[src/hw/pmr_pkg.sv]
// Package of constants and carrier types for the PHY management register set.
`default_nettype none
package pmr_pkg;

  // Register offsets on the management port.
  localparam logic [4:0] PMR_OFF_PARTNER = 5'h05;
  localparam logic [4:0] PMR_OFF_EXPAN   = 5'h06;
  localparam logic [4:0] PMR_OFF_USC     = 5'h10;
  localparam logic [4:0] PMR_OFF_STC     = 5'h11;
  localparam logic [4:0] PMR_OFF_ADDR    = 5'h12;

  // Expansion register field positions.
  localparam int PMR_EXP_PDF  = 4;
  localparam int PMR_EXP_LPNP = 3;
  localparam int PMR_EXP_NPA  = 2;
  localparam int PMR_EXP_PR   = 1;
  localparam int PMR_EXP_LPAN = 0;

  // Unit status/control field positions.
  localparam int PMR_USC_CSD  = 13;
  localparam int PMR_USC_TFC  = 12;
  localparam int PMR_USC_SYNC = 11;
  localparam int PMR_USC_PD100 = 10;
  localparam int PMR_USC_PD10 = 9;
  localparam int PMR_USC_POL  = 8;
  localparam int PMR_USC_SPD  = 1;
  localparam int PMR_USC_DPX  = 0;

  // Partner ability acknowledge position.
  localparam int PMR_PA_ACK = 14;

  // Writable masks of the status/control and special control registers, special control reset value, PHY address.
  localparam logic [15:0] PMR_USC_WMASK = 16'h3000;
  localparam logic [15:0] PMR_STC_RESET = 16'h0000;
  localparam logic [15:0] PMR_STC_WMASK = 16'hFBFF;
  localparam logic [4:0]  PMR_PHY_ADDR  = 5'h01;

  // Control outputs decoded from the special control and status/control registers.
  typedef struct packed {
    logic scr_bypass;
    logic code_bypass;
    logic force_h;
    logic force_34;
    logic force_link_good;
    logic tx_crs_disable;
    logic dyn_pd_disable;
    logic an_loopback;
    logic tx_tristate;
    logic filter_bypass;
    logic auto_pol_disable;
    logic squelch_disable;
    logic ext_squelch;
    logic link_int_disable;
    logic jabber_disable;
    logic crs_disconnect_en;
    logic tx_flow_en;
  } pmr_ctrl_t;

  // Status inputs from the PHY core.
  typedef struct packed {
    logic [15:0] partner_page;
    logic        page_ack;
    logic        pdf_event;
    logic        page_event;
    logic        lp_np_able;
    logic        np_able;
    logic        lp_an_able;
    logic        desync_ok;
    logic        pd_100;
    logic        pd_10;
    logic        pol_rev;
    logic        speed_100;
    logic        full_dpx;
  } pmr_stat_t;

  // All state of the register block.
  typedef struct packed {
    logic [15:0] rdata;
    logic        pdf;
    logic        pr;
    logic [1:0]  usc_ctl;
    logic [15:0] stc;
  } pmr_state_t;

endpackage
`default_nettype wire

[src/hw/pmr_regs.sv]
// Management register set: partner, expansion, status/control, special control, address.
`timescale 1ns/1ps
`default_nettype none
module pmr_regs (
  input  wire logic              clk,
  input  wire logic              resetn,
  input  wire logic [4:0]        addr,
  input  wire logic [15:0]       wdata,
  input  wire logic              wr,
  input  wire logic              rd,
  output logic [15:0]            rdata,
  input  wire pmr_pkg::pmr_stat_t stat,
  output var pmr_pkg::pmr_ctrl_t ctrl
);
  import pmr_pkg::*;

  // Reset image of the whole state, so the reset branch makes one constant assignment.
  localparam pmr_state_t ST_RESET = '{rdata: 16'h0000, pdf: 1'b0, pr: 1'b0,
                                      usc_ctl: 2'b00, stc: PMR_STC_RESET};

  pmr_state_t st_reg;    // Registered state.
  pmr_state_t st_next;   // Next state.
  logic [15:0] rd_val;   // Value that a read in this cycle returns.
  logic [15:0] pa_val;   // Partner ability word.
  logic [15:0] ex_val;   // Expansion word.
  logic [15:0] us_val;   // Status/control word.

  // Build the readable words from live status and stored control.
  always_comb
  begin
    pa_val = stat.partner_page;
    pa_val[PMR_PA_ACK] = stat.page_ack;
    ex_val = 16'h0000;
    ex_val[PMR_EXP_PDF]  = st_reg.pdf;
    ex_val[PMR_EXP_PR]   = st_reg.pr;
    ex_val[PMR_EXP_LPNP] = stat.lp_np_able;
    ex_val[PMR_EXP_NPA]  = stat.np_able;
    ex_val[PMR_EXP_LPAN] = stat.lp_an_able;
    us_val = 16'h0000;
    us_val[PMR_USC_CSD]   = st_reg.usc_ctl[1];
    us_val[PMR_USC_TFC]   = st_reg.usc_ctl[0];
    us_val[PMR_USC_SYNC]  = stat.desync_ok;
    us_val[PMR_USC_PD100] = stat.pd_100;
    us_val[PMR_USC_PD10]  = stat.pd_10;
    us_val[PMR_USC_POL]   = stat.pol_rev;
    us_val[PMR_USC_SPD]   = stat.speed_100;
    us_val[PMR_USC_DPX]   = stat.full_dpx;
    // Unmapped offsets read as zero.
    case (addr)
      PMR_OFF_PARTNER: rd_val = pa_val;
      PMR_OFF_EXPAN:   rd_val = ex_val;
      PMR_OFF_USC:     rd_val = us_val;
      PMR_OFF_STC:     rd_val = st_reg.stc;
      PMR_OFF_ADDR:    rd_val = {11'h000, PMR_PHY_ADDR};
      default:         rd_val = 16'h0000;
    endcase
  end

  // Next state: read capture, latched flags, writes.
  always_comb
  begin
    st_next = st_reg;
    if (rd)
    begin
      st_next.rdata = rd_val;
    end
    // The read samples the flag first; the clear only drops what was shown,
    // and a new event in the same cycle sets it again.
    if (rd && addr == PMR_OFF_EXPAN)
    begin
      st_next.pdf = 1'b0;
      st_next.pr  = 1'b0;
    end
    if (stat.pdf_event)
    begin
      st_next.pdf = 1'b1;
    end
    if (stat.page_event)
    begin
      st_next.pr = 1'b1;
    end
    if (wr && addr == PMR_OFF_USC)
    begin
      st_next.usc_ctl = {wdata[PMR_USC_CSD], wdata[PMR_USC_TFC]};
    end
    if (wr && addr == PMR_OFF_STC)
    begin
      st_next.stc = wdata & PMR_STC_WMASK;
    end
  end

  // State register with asynchronous reset.
  always_ff @(posedge clk or negedge resetn)
  begin
    if (!resetn)
    begin
      st_reg <= ST_RESET;
    end
    else
    begin
      st_reg <= st_next;
    end
  end

  assign rdata = st_reg.rdata;

  // Control outputs straight from the stored bits.
  always_comb
  begin
    ctrl.scr_bypass        = st_reg.stc[15];
    ctrl.code_bypass       = st_reg.stc[14];
    ctrl.force_h           = st_reg.stc[13];
    ctrl.force_34          = st_reg.stc[12];
    ctrl.force_link_good   = st_reg.stc[11];
    ctrl.tx_crs_disable    = st_reg.stc[9];
    ctrl.dyn_pd_disable    = st_reg.stc[8];
    ctrl.an_loopback       = st_reg.stc[7];
    ctrl.tx_tristate       = st_reg.stc[6];
    ctrl.filter_bypass     = st_reg.stc[5];
    ctrl.auto_pol_disable  = st_reg.stc[4];
    ctrl.squelch_disable   = st_reg.stc[3];
    ctrl.ext_squelch       = st_reg.stc[2];
    ctrl.link_int_disable  = st_reg.stc[1];
    ctrl.jabber_disable    = st_reg.stc[0];
    ctrl.crs_disconnect_en = st_reg.usc_ctl[1];
    ctrl.tx_flow_en        = st_reg.usc_ctl[0];
  end

  // Checks.
  property p_pr_set;
    @(posedge clk) disable iff (!resetn) stat.page_event |=> st_reg.pr;
  endproperty
  a_pr_set: assert property (p_pr_set) else $error("page flag not set");

  property p_pdf_set;
    @(posedge clk) disable iff (!resetn) stat.pdf_event |=> st_reg.pdf;
  endproperty
  a_pdf_set: assert property (p_pdf_set) else $error("fault flag not set");

  property p_pr_clr;
    @(posedge clk) disable iff (!resetn)
      (rd && addr == PMR_OFF_EXPAN && !stat.page_event) |=> !st_reg.pr;
  endproperty
  a_pr_clr: assert property (p_pr_clr) else $error("page flag not cleared");

  property p_rd_flag;
    @(posedge clk) disable iff (!resetn)
      (rd && addr == PMR_OFF_EXPAN) |=> rdata[PMR_EXP_PR] == $past(st_reg.pr);
  endproperty
  a_rd_flag: assert property (p_rd_flag) else $error("flag value lost on read");

  property p_addr;
    @(posedge clk) disable iff (!resetn) (rd && addr == PMR_OFF_ADDR) |=> rdata == 16'h0001;
  endproperty
  a_addr: assert property (p_addr) else $error("address register wrong");

  property p_stc_wr;
    @(posedge clk) disable iff (!resetn)
      (wr && addr == PMR_OFF_STC) |=> ctrl.scr_bypass == $past(wdata[15])
        && ctrl.jabber_disable == $past(wdata[0]);
  endproperty
  a_stc_wr: assert property (p_stc_wr) else $error("special control not stored");

  property p_flow;
    @(posedge clk) disable iff (!resetn)
      (wr && addr == PMR_OFF_USC) |=> ctrl.tx_flow_en == $past(wdata[12]);
  endproperty
  a_flow: assert property (p_flow) else $error("flow control bit wrong");

  property p_csd;
    @(posedge clk) disable iff (!resetn)
      (wr && addr == PMR_OFF_USC) |=> ctrl.crs_disconnect_en == $past(wdata[13]);
  endproperty
  a_csd: assert property (p_csd) else $error("disconnect bit wrong");

  property p_ack;
    @(posedge clk) disable iff (!resetn)
      (rd && addr == PMR_OFF_PARTNER) |=> rdata[14] == $past(stat.page_ack);
  endproperty
  a_ack: assert property (p_ack) else $error("acknowledge bit wrong");

  // Partner page fields pass through untouched apart from the acknowledge bit.
  property p_pa_np;
    @(posedge clk) disable iff (!resetn)
      (rd && addr == PMR_OFF_PARTNER) |=> rdata[15] == $past(stat.partner_page[15]);
  endproperty
  a_pa_np: assert property (p_pa_np) else $error("next page bit wrong");

  property p_pa_low;
    @(posedge clk) disable iff (!resetn)
      (rd && addr == PMR_OFF_PARTNER) |=> rdata[13:0] == $past(stat.partner_page[13:0]);
  endproperty
  a_pa_low: assert property (p_pa_low) else $error("partner fields wrong");

  // Expansion word: the fault flag is shown before it is cleared.
  property p_pdf_rd;
    @(posedge clk) disable iff (!resetn)
      (rd && addr == PMR_OFF_EXPAN) |=> rdata[PMR_EXP_PDF] == $past(st_reg.pdf);
  endproperty
  a_pdf_rd: assert property (p_pdf_rd) else $error("fault flag lost on read");

  property p_pdf_clr;
    @(posedge clk) disable iff (!resetn)
      (rd && addr == PMR_OFF_EXPAN && !stat.pdf_event) |=> !st_reg.pdf;
  endproperty
  a_pdf_clr: assert property (p_pdf_clr) else $error("fault flag not cleared");

  property p_lpnp;
    @(posedge clk) disable iff (!resetn)
      (rd && addr == PMR_OFF_EXPAN) |=> rdata[PMR_EXP_LPNP] == $past(stat.lp_np_able);
  endproperty
  a_lpnp: assert property (p_lpnp) else $error("partner next page bit wrong");

  property p_npa;
    @(posedge clk) disable iff (!resetn)
      (rd && addr == PMR_OFF_EXPAN) |=> rdata[PMR_EXP_NPA] == $past(stat.np_able);
  endproperty
  a_npa: assert property (p_npa) else $error("local next page bit wrong");

  property p_lpan;
    @(posedge clk) disable iff (!resetn)
      (rd && addr == PMR_OFF_EXPAN) |=> rdata[PMR_EXP_LPAN] == $past(stat.lp_an_able);
  endproperty
  a_lpan: assert property (p_lpan) else $error("partner autoneg bit wrong");

  property p_exp_rsv;
    @(posedge clk) disable iff (!resetn)
      (rd && addr == PMR_OFF_EXPAN) |=> rdata[15:5] == 11'h000;
  endproperty
  a_exp_rsv: assert property (p_exp_rsv) else $error("expansion upper bits set");

  // Status/control word: live status levels and stored control bits at their fixed positions.
  property p_sync;
    @(posedge clk) disable iff (!resetn)
      (rd && addr == PMR_OFF_USC) |=> rdata[PMR_USC_SYNC] == $past(stat.desync_ok);
  endproperty
  a_sync: assert property (p_sync) else $error("in-sync bit wrong");

  property p_pd100;
    @(posedge clk) disable iff (!resetn)
      (rd && addr == PMR_OFF_USC) |=> rdata[PMR_USC_PD100] == $past(stat.pd_100);
  endproperty
  a_pd100: assert property (p_pd100) else $error("fast unit power bit wrong");

  property p_pd10;
    @(posedge clk) disable iff (!resetn)
      (rd && addr == PMR_OFF_USC) |=> rdata[PMR_USC_PD10] == $past(stat.pd_10);
  endproperty
  a_pd10: assert property (p_pd10) else $error("slow unit power bit wrong");

  property p_pol;
    @(posedge clk) disable iff (!resetn)
      (rd && addr == PMR_OFF_USC) |=> rdata[PMR_USC_POL] == $past(stat.pol_rev);
  endproperty
  a_pol: assert property (p_pol) else $error("polarity bit wrong");

  property p_spd;
    @(posedge clk) disable iff (!resetn)
      (rd && addr == PMR_OFF_USC) |=> rdata[PMR_USC_SPD] == $past(stat.speed_100);
  endproperty
  a_spd: assert property (p_spd) else $error("speed bit wrong");

  property p_dpx;
    @(posedge clk) disable iff (!resetn)
      (rd && addr == PMR_OFF_USC) |=> rdata[PMR_USC_DPX] == $past(stat.full_dpx);
  endproperty
  a_dpx: assert property (p_dpx) else $error("duplex bit wrong");

  property p_usc_ctl;
    @(posedge clk) disable iff (!resetn)
      (rd && addr == PMR_OFF_USC) |=> rdata[13:12] == $past(st_reg.usc_ctl);
  endproperty
  a_usc_ctl: assert property (p_usc_ctl) else $error("control bits read wrong");

  // Special control word reads back what was stored, and only a write changes it.
  property p_stc_rd;
    @(posedge clk) disable iff (!resetn)
      (rd && addr == PMR_OFF_STC) |=> rdata == $past(st_reg.stc);
  endproperty
  a_stc_rd: assert property (p_stc_rd) else $error("special control read wrong");

  property p_stc_rsv;
    @(posedge clk) disable iff (!resetn)
      (wr && addr == PMR_OFF_STC) |=> st_reg.stc[10] == 1'b0;
  endproperty
  a_stc_rsv: assert property (p_stc_rsv) else $error("reserved bit stored");

  property p_stc_hold;
    @(posedge clk) disable iff (!resetn)
      !(wr && addr == PMR_OFF_STC) |=> $stable(st_reg.stc);
  endproperty
  a_stc_hold: assert property (p_stc_hold) else $error("special control changed");

  property p_unmapped;
    @(posedge clk) disable iff (!resetn)
      (rd && addr != PMR_OFF_PARTNER && addr != PMR_OFF_EXPAN && addr != PMR_OFF_USC
        && addr != PMR_OFF_STC && addr != PMR_OFF_ADDR) |=> rdata == 16'h0000;
  endproperty
  a_unmapped: assert property (p_unmapped) else $error("unmapped read not zero");

  // Each control output of the special control register follows its own bit of a special control write.
  property p_code;
    @(posedge clk) disable iff (!resetn)
      (wr && addr == PMR_OFF_STC) |=> ctrl.code_bypass == $past(wdata[14]);
  endproperty
  a_code: assert property (p_code) else $error("coding bypass wrong");

  property p_forceh;
    @(posedge clk) disable iff (!resetn)
      (wr && addr == PMR_OFF_STC) |=> ctrl.force_h == $past(wdata[13]);
  endproperty
  a_forceh: assert property (p_forceh) else $error("h pattern bit wrong");

  property p_force34;
    @(posedge clk) disable iff (!resetn)
      (wr && addr == PMR_OFF_STC) |=> ctrl.force_34 == $past(wdata[12]);
  endproperty
  a_force34: assert property (p_force34) else $error("34 pattern bit wrong");

  property p_lgood;
    @(posedge clk) disable iff (!resetn)
      (wr && addr == PMR_OFF_STC) |=> ctrl.force_link_good == $past(wdata[11]);
  endproperty
  a_lgood: assert property (p_lgood) else $error("link good bit wrong");

  property p_txcrs;
    @(posedge clk) disable iff (!resetn)
      (wr && addr == PMR_OFF_STC) |=> ctrl.tx_crs_disable == $past(wdata[9]);
  endproperty
  a_txcrs: assert property (p_txcrs) else $error("carrier sense bit wrong");

  property p_dynpd;
    @(posedge clk) disable iff (!resetn)
      (wr && addr == PMR_OFF_STC) |=> ctrl.dyn_pd_disable == $past(wdata[8]);
  endproperty
  a_dynpd: assert property (p_dynpd) else $error("power-down bit wrong");

  property p_anlb;
    @(posedge clk) disable iff (!resetn)
      (wr && addr == PMR_OFF_STC) |=> ctrl.an_loopback == $past(wdata[7]);
  endproperty
  a_anlb: assert property (p_anlb) else $error("loopback bit wrong");

  property p_tri;
    @(posedge clk) disable iff (!resetn)
      (wr && addr == PMR_OFF_STC) |=> ctrl.tx_tristate == $past(wdata[6]);
  endproperty
  a_tri: assert property (p_tri) else $error("driver off bit wrong");

  property p_filt;
    @(posedge clk) disable iff (!resetn)
      (wr && addr == PMR_OFF_STC) |=> ctrl.filter_bypass == $past(wdata[5]);
  endproperty
  a_filt: assert property (p_filt) else $error("filter bypass bit wrong");

  property p_apol;
    @(posedge clk) disable iff (!resetn)
      (wr && addr == PMR_OFF_STC) |=> ctrl.auto_pol_disable == $past(wdata[4]);
  endproperty
  a_apol: assert property (p_apol) else $error("auto polarity bit wrong");

  property p_sq;
    @(posedge clk) disable iff (!resetn)
      (wr && addr == PMR_OFF_STC) |=> ctrl.squelch_disable == $past(wdata[3]);
  endproperty
  a_sq: assert property (p_sq) else $error("squelch bit wrong");

  property p_xsq;
    @(posedge clk) disable iff (!resetn)
      (wr && addr == PMR_OFF_STC) |=> ctrl.ext_squelch == $past(wdata[2]);
  endproperty
  a_xsq: assert property (p_xsq) else $error("extended squelch bit wrong");

  property p_lint;
    @(posedge clk) disable iff (!resetn)
      (wr && addr == PMR_OFF_STC) |=> ctrl.link_int_disable == $past(wdata[1]);
  endproperty
  a_lint: assert property (p_lint) else $error("link integrity bit wrong");

endmodule // pmr_regs
`default_nettype wire

[config.mk]
export PLATFORM = sky130hd
export DESIGN_NAME = pmr_regs
export DESIGN_NICKNAME = d
export VERILOG_FILES = /design/src/hw/pmr_pkg.sv /design/src/hw/pmr_regs.sv
export SDC_FILE = /design/constraint.sdc
export NUM_CORES = 1
export LEC_CHECK = 0
export CAP_MARGIN = 25
export CORE_MARGIN = 5
export CORE_UTILIZATION = 60
export DETAILED_ROUTE_END_ITERATION = 16
export DONT_BUFFER_PORTS = 1
export PLACE_DENSITY = 0.76
export RECOVER_POWER = 25
export SYNTH_ARGS = -nofsm -noshare
export SYNTH_HDL_FRONTEND = slang
export SYNTH_SLANG_ARGS = --single-unit
[constraint.sdc]
create_clock -name clk -period 1.35 [get_ports clk]
set_clock_uncertainty 0.15 [all_clocks]
set_input_delay 0.405 -clock clk [delete_from_list [all_inputs] [get_ports clk]]
set_output_delay 0.405 -clock clk [all_outputs]
set_load 0.005 [all_outputs]
=== After elaboration in Yosys (flattened, before gate mapping) ===
Index checks and enable logic that the tools add are counted.

* Logic and storage cells: 19
* Bits of input ports: 53
* Flip-flop bits (word level): 35
* Output and inout port bits: 33

* Eq/ne operators: 5
* Muxes and demuxes: 4
* Reduce and logical (&&, ||, !) cells: 5

{| class="wikitable"
|+ Operator list
! operator !! number
|-
| 16-bit one-hot mux with 5 select lines || 1
|-
| 5-bit == test, second input constant || 3
|-
| 5-bit by 3-bit == test with 1-bit output, second input constant || 2
|-
| 2-bit nonzero test || 2
|-
| 1-bit logical AND || 3
|-
| 1-bit two-way mux || 2
|-
| 2-bit two-way mux || 1
|}

=== Depth between registers and ports, before layout ===
* Word-level depth: 4
* Mapped depth: 6
* Gate-level depth less buffers: 4

=== Worst setup path after synthesis ===
Ideal clock, no wire load.

* Path type: in2reg
* From: in addr[3]
* To: reg st_reg, in the netlist ctrl[10]
* Path buffers: 2
* Path slack: -572 ps
* Stages: 6
* Setup time: 125 ps
* Required time: 1075 ps
* Data arrival time: 1647 ps
* Path through: nor4b_4 > and2_1 > buf_4 > nand2_4 > buf_6 > mux2_4

* Longest elaborated chain between the ends: 2

{| class="wikitable"
|+ Ends and longest elaborated chain
! element !! line !! source
|-
| from (decl) || pmr_regs.sv:7 || <nowiki>input wire logic [4:0] addr,</nowiki>
|-
| 5-bit == test || pmr_regs.sv:86 || <nowiki>if (wr && addr == PMR_OFF_STC)</nowiki>
|-
| 1-bit logical AND || pmr_regs.sv:86 ||
|-
| to (signal assigned) || pmr_regs.sv:101 || <nowiki>st_reg <= st_next;</nowiki>
|-
| to (decl) || pmr_regs.sv:21 || <nowiki>pmr_state_t st_reg;</nowiki>
|}

No other way between the ends.
A chain may end at the register's enable or synchronous reset.

=== Final worst setup path ===
* From: reg st_reg, in the netlist ctrl[2]
* To: out ctrl[2] (netlist bit)

{| class="wikitable"
|+ RTL lines
! element !! line !! source
|-
| to (decl) || pmr_regs.sv:13 || <nowiki>output var pmr_pkg::pmr_ctrl_t ctrl</nowiki>
|}

No word-level cell between the ends.

==> impl_results.md <==
- Stages on the worst setup path: 1
- Layout Cells excl Fill: 189
- Post-Syn Instances: 139
- IO Count: 86
- Unrepaired setup endpoints after global routing: true
- CP Cell Sequence: buf_6
- Remaining antenna violation count: 0
- Top post-synthesis cells by area: dfrtp_1, mux2_2, mux2_4, a22oi_1, o22ai_1
- FP Rows: 19
- DRT Pass-1 Iters: 5
- Max-cap violation count: 0
- Max Slew Vio Count: 0
- Number of DRC markers in iteration 0: 78
- Failing checks: negative setup slack
- Sequential share of the synthesized area: 0.517
- Top delay family on crit path: flip-flops
- CTS H-Tree Depth: 2
- Max-slew headroom: 0.602
- Max Freq: 0.715 GHz
- Pwr Density: 1080 mW/mm2
- Syn Std Cell Area: 0.00169 mm2
- Crit-path max cell delay: 400 ps
- Drt total wl: 4220 um
- Synth area leader: dfrtp_1
- Core area: 0.00273 mm2
- Clock tree buffer depth: 2
- Initial core utilization: 0.620
- Die Ht: 63.1 um
- Initial antenna violation count: 0
- Distinct cells, synth: 27
- Crit-path max FO: 2
- Worst Path Arrival: 840 ps
- Status: complete, but fails checks
- YS warnings: 0
- Nets: 210
- Vias in the first global route: 1330
- CTS sink count: 35
- Endpoints failing setup: 2
- Period utilization: 1.04
- Yosys top cell area share: 0.517
- Routability Congestion: 0.755
- Min Tclk post-route: 1400 ps
- Static Leak: 0.842 nW
- Endpoints failing hold: 0
- Largest net degree at the start of global routing: 36
- Critical Path Sink Type: primary output
- Root Buffer: clkbuf_4
- R2r worst-path depth: 3
- Input/output buffers: 0
- Vias per cell: 6.54
- First-pass GRT wire length: 6870 um
- Post-route setup slack: -48.2 ps
- Gr ovfl total: 0
- CTS tree: yes
- Worst path bufs/invs: 1
- Critical Path Start Type: register
- Crit path kind: reg2out
- WL per Instance: 22.3 um
- Synth Area per Inst: 12.2 um2
- Total number of vias: 1236
- N_diodes: 0
- Worst Hold Path Cells: 1
- Postcts setup bufs: 0
- Slowest-stage cell, CP: dfrtp_1
- Die width: 63.1 um
- DRC: 0
- VDD IR max: 0.884 mV
- Area Growth Syn to Fin: 13.8%
- Total die area: 0.00399 mm2
- Worst-skew pair later-pin latency: 330 ps
- Post-synth net total: 192
- Worst min-delay path category: in2reg
- CP Data Required Time: 800 ps
- Post-DP HPWL: 3140 um
- Num CTS Buffers: 5
- Layout cells sized above 1: 0.329
- DP Worst Slack: -374 ps
- Worst-Margin Slew: 582 ps
- Clk slew on worst S/H paths: 100 ps
- Dpl cells: 175
- Synth Register Bits: 35
- Total track usage: 0.225
-- power breakdown --
part           internal, mW  total (mW)  switching (mW)
registers              1.15        1.26           0.109
logic                 0.204       0.308           0.104
clock network         0.203       0.519           0.316
-- through the flow --
step                       util  hold WS [ps]  power, mW  setup TNS (ps)  cell area (um2)
after floorplan               -         -40.6       1.47          -10730             1750
after detailed placement  0.660         -39.8       1.54           -8850             1800
after global routing      0.705          2.32       2.22            -431             1930
after CTS                 0.695         0.790       2.11            -131             1900
after global placement    0.660         -39.8       1.52           -8300             1800
final                     0.705          21.7       2.09           -92.9             1930
-- layer usage --
layer  track usage  wire length (um)  up-vias
li1              -                 -      548
met1         0.247              1420      608
met2         0.381              2280       76
met3         0.117               501        4
met4        0.0557                21        0
met5             0                 0        -
-- registers in the layout, summed over array words and instances, names as in the netlist --
name    flops
ex_val      2
rdata      16
ctrl       17
-- logic make-up after synthesis --
group                  Yosys count  share of synthesized area
AOI/OAI and AO/OA               38                      0.161
and+or+nand+nor                 18                     0.0805
muxes                           24                      0.182
DFF                             35                      0.517
buffers and inverters           24                     0.0598
-- worst paths after layout --
kind / start / to / slack, ps
setup / recovery: ctrl[2] / ctrl[2] / -50
setup reg to reg: ctrl[13] / rdata[12] / 100
min in group asynchronous: resetn / ctrl[15] / 430
max in group asynchronous: resetn / ctrl[2] / 290
hold / removal: rd / rdata[14] / 20
hold reg to reg: ex_val[1] / ex_val[1] / 360
-- layout make-up --
| class | count | area [um2] |
|---|---|---|
| Sequential cell | 35 | 876 |
| Tap cell | 31 | 38.8 |
| Clock buffer | 7 | 45.0 |
| Fill cell | 215 | 806 |
| Timing Repair Buffer | 17 | 145 |
| Clock inverter | 1 | 5.00 |
| Multi-Input combinational cell | 81 | 754 |
| Inverter | 17 | 63.8 |
-- timing repair --
item,CTS,global route
endpoints found under the hold margin,35,13
hold buffers,2,3
pin swaps,1,0
endpoints found under the setup margin,6,25
resized for setup,3,2
cloned,1,0
-- Yosys cell counts (all sizes together) --
cell,number
nand4b,1
nand4,2
a221oi,1
a2111oi,1
clkbuf,5
a21o,2
a22oi,15
nor2b,3
nor2,2
dfrtp,35
o221ai,2
mux2,24
nand2b,2
o21ai,1
inv,17
nand3b,1
nand3,1
o22ai,14
nand2,3
and2,1
a22o,2
nor4b,2
buf,2
-- layout by cell type, fill, tap and decap left out, types with 4 or more instances in the layout --
cell type / count
buf_4: 10
dlygate4sd3_1: 4
inv_1: 17
mux2_2: 14
a22oi_1: 14
o22ai_1: 14
dfrtp_1: 35
mux2_4: 10
clkbuf_4: 6
No activity file was read; power rests on OpenSTA's default activity.
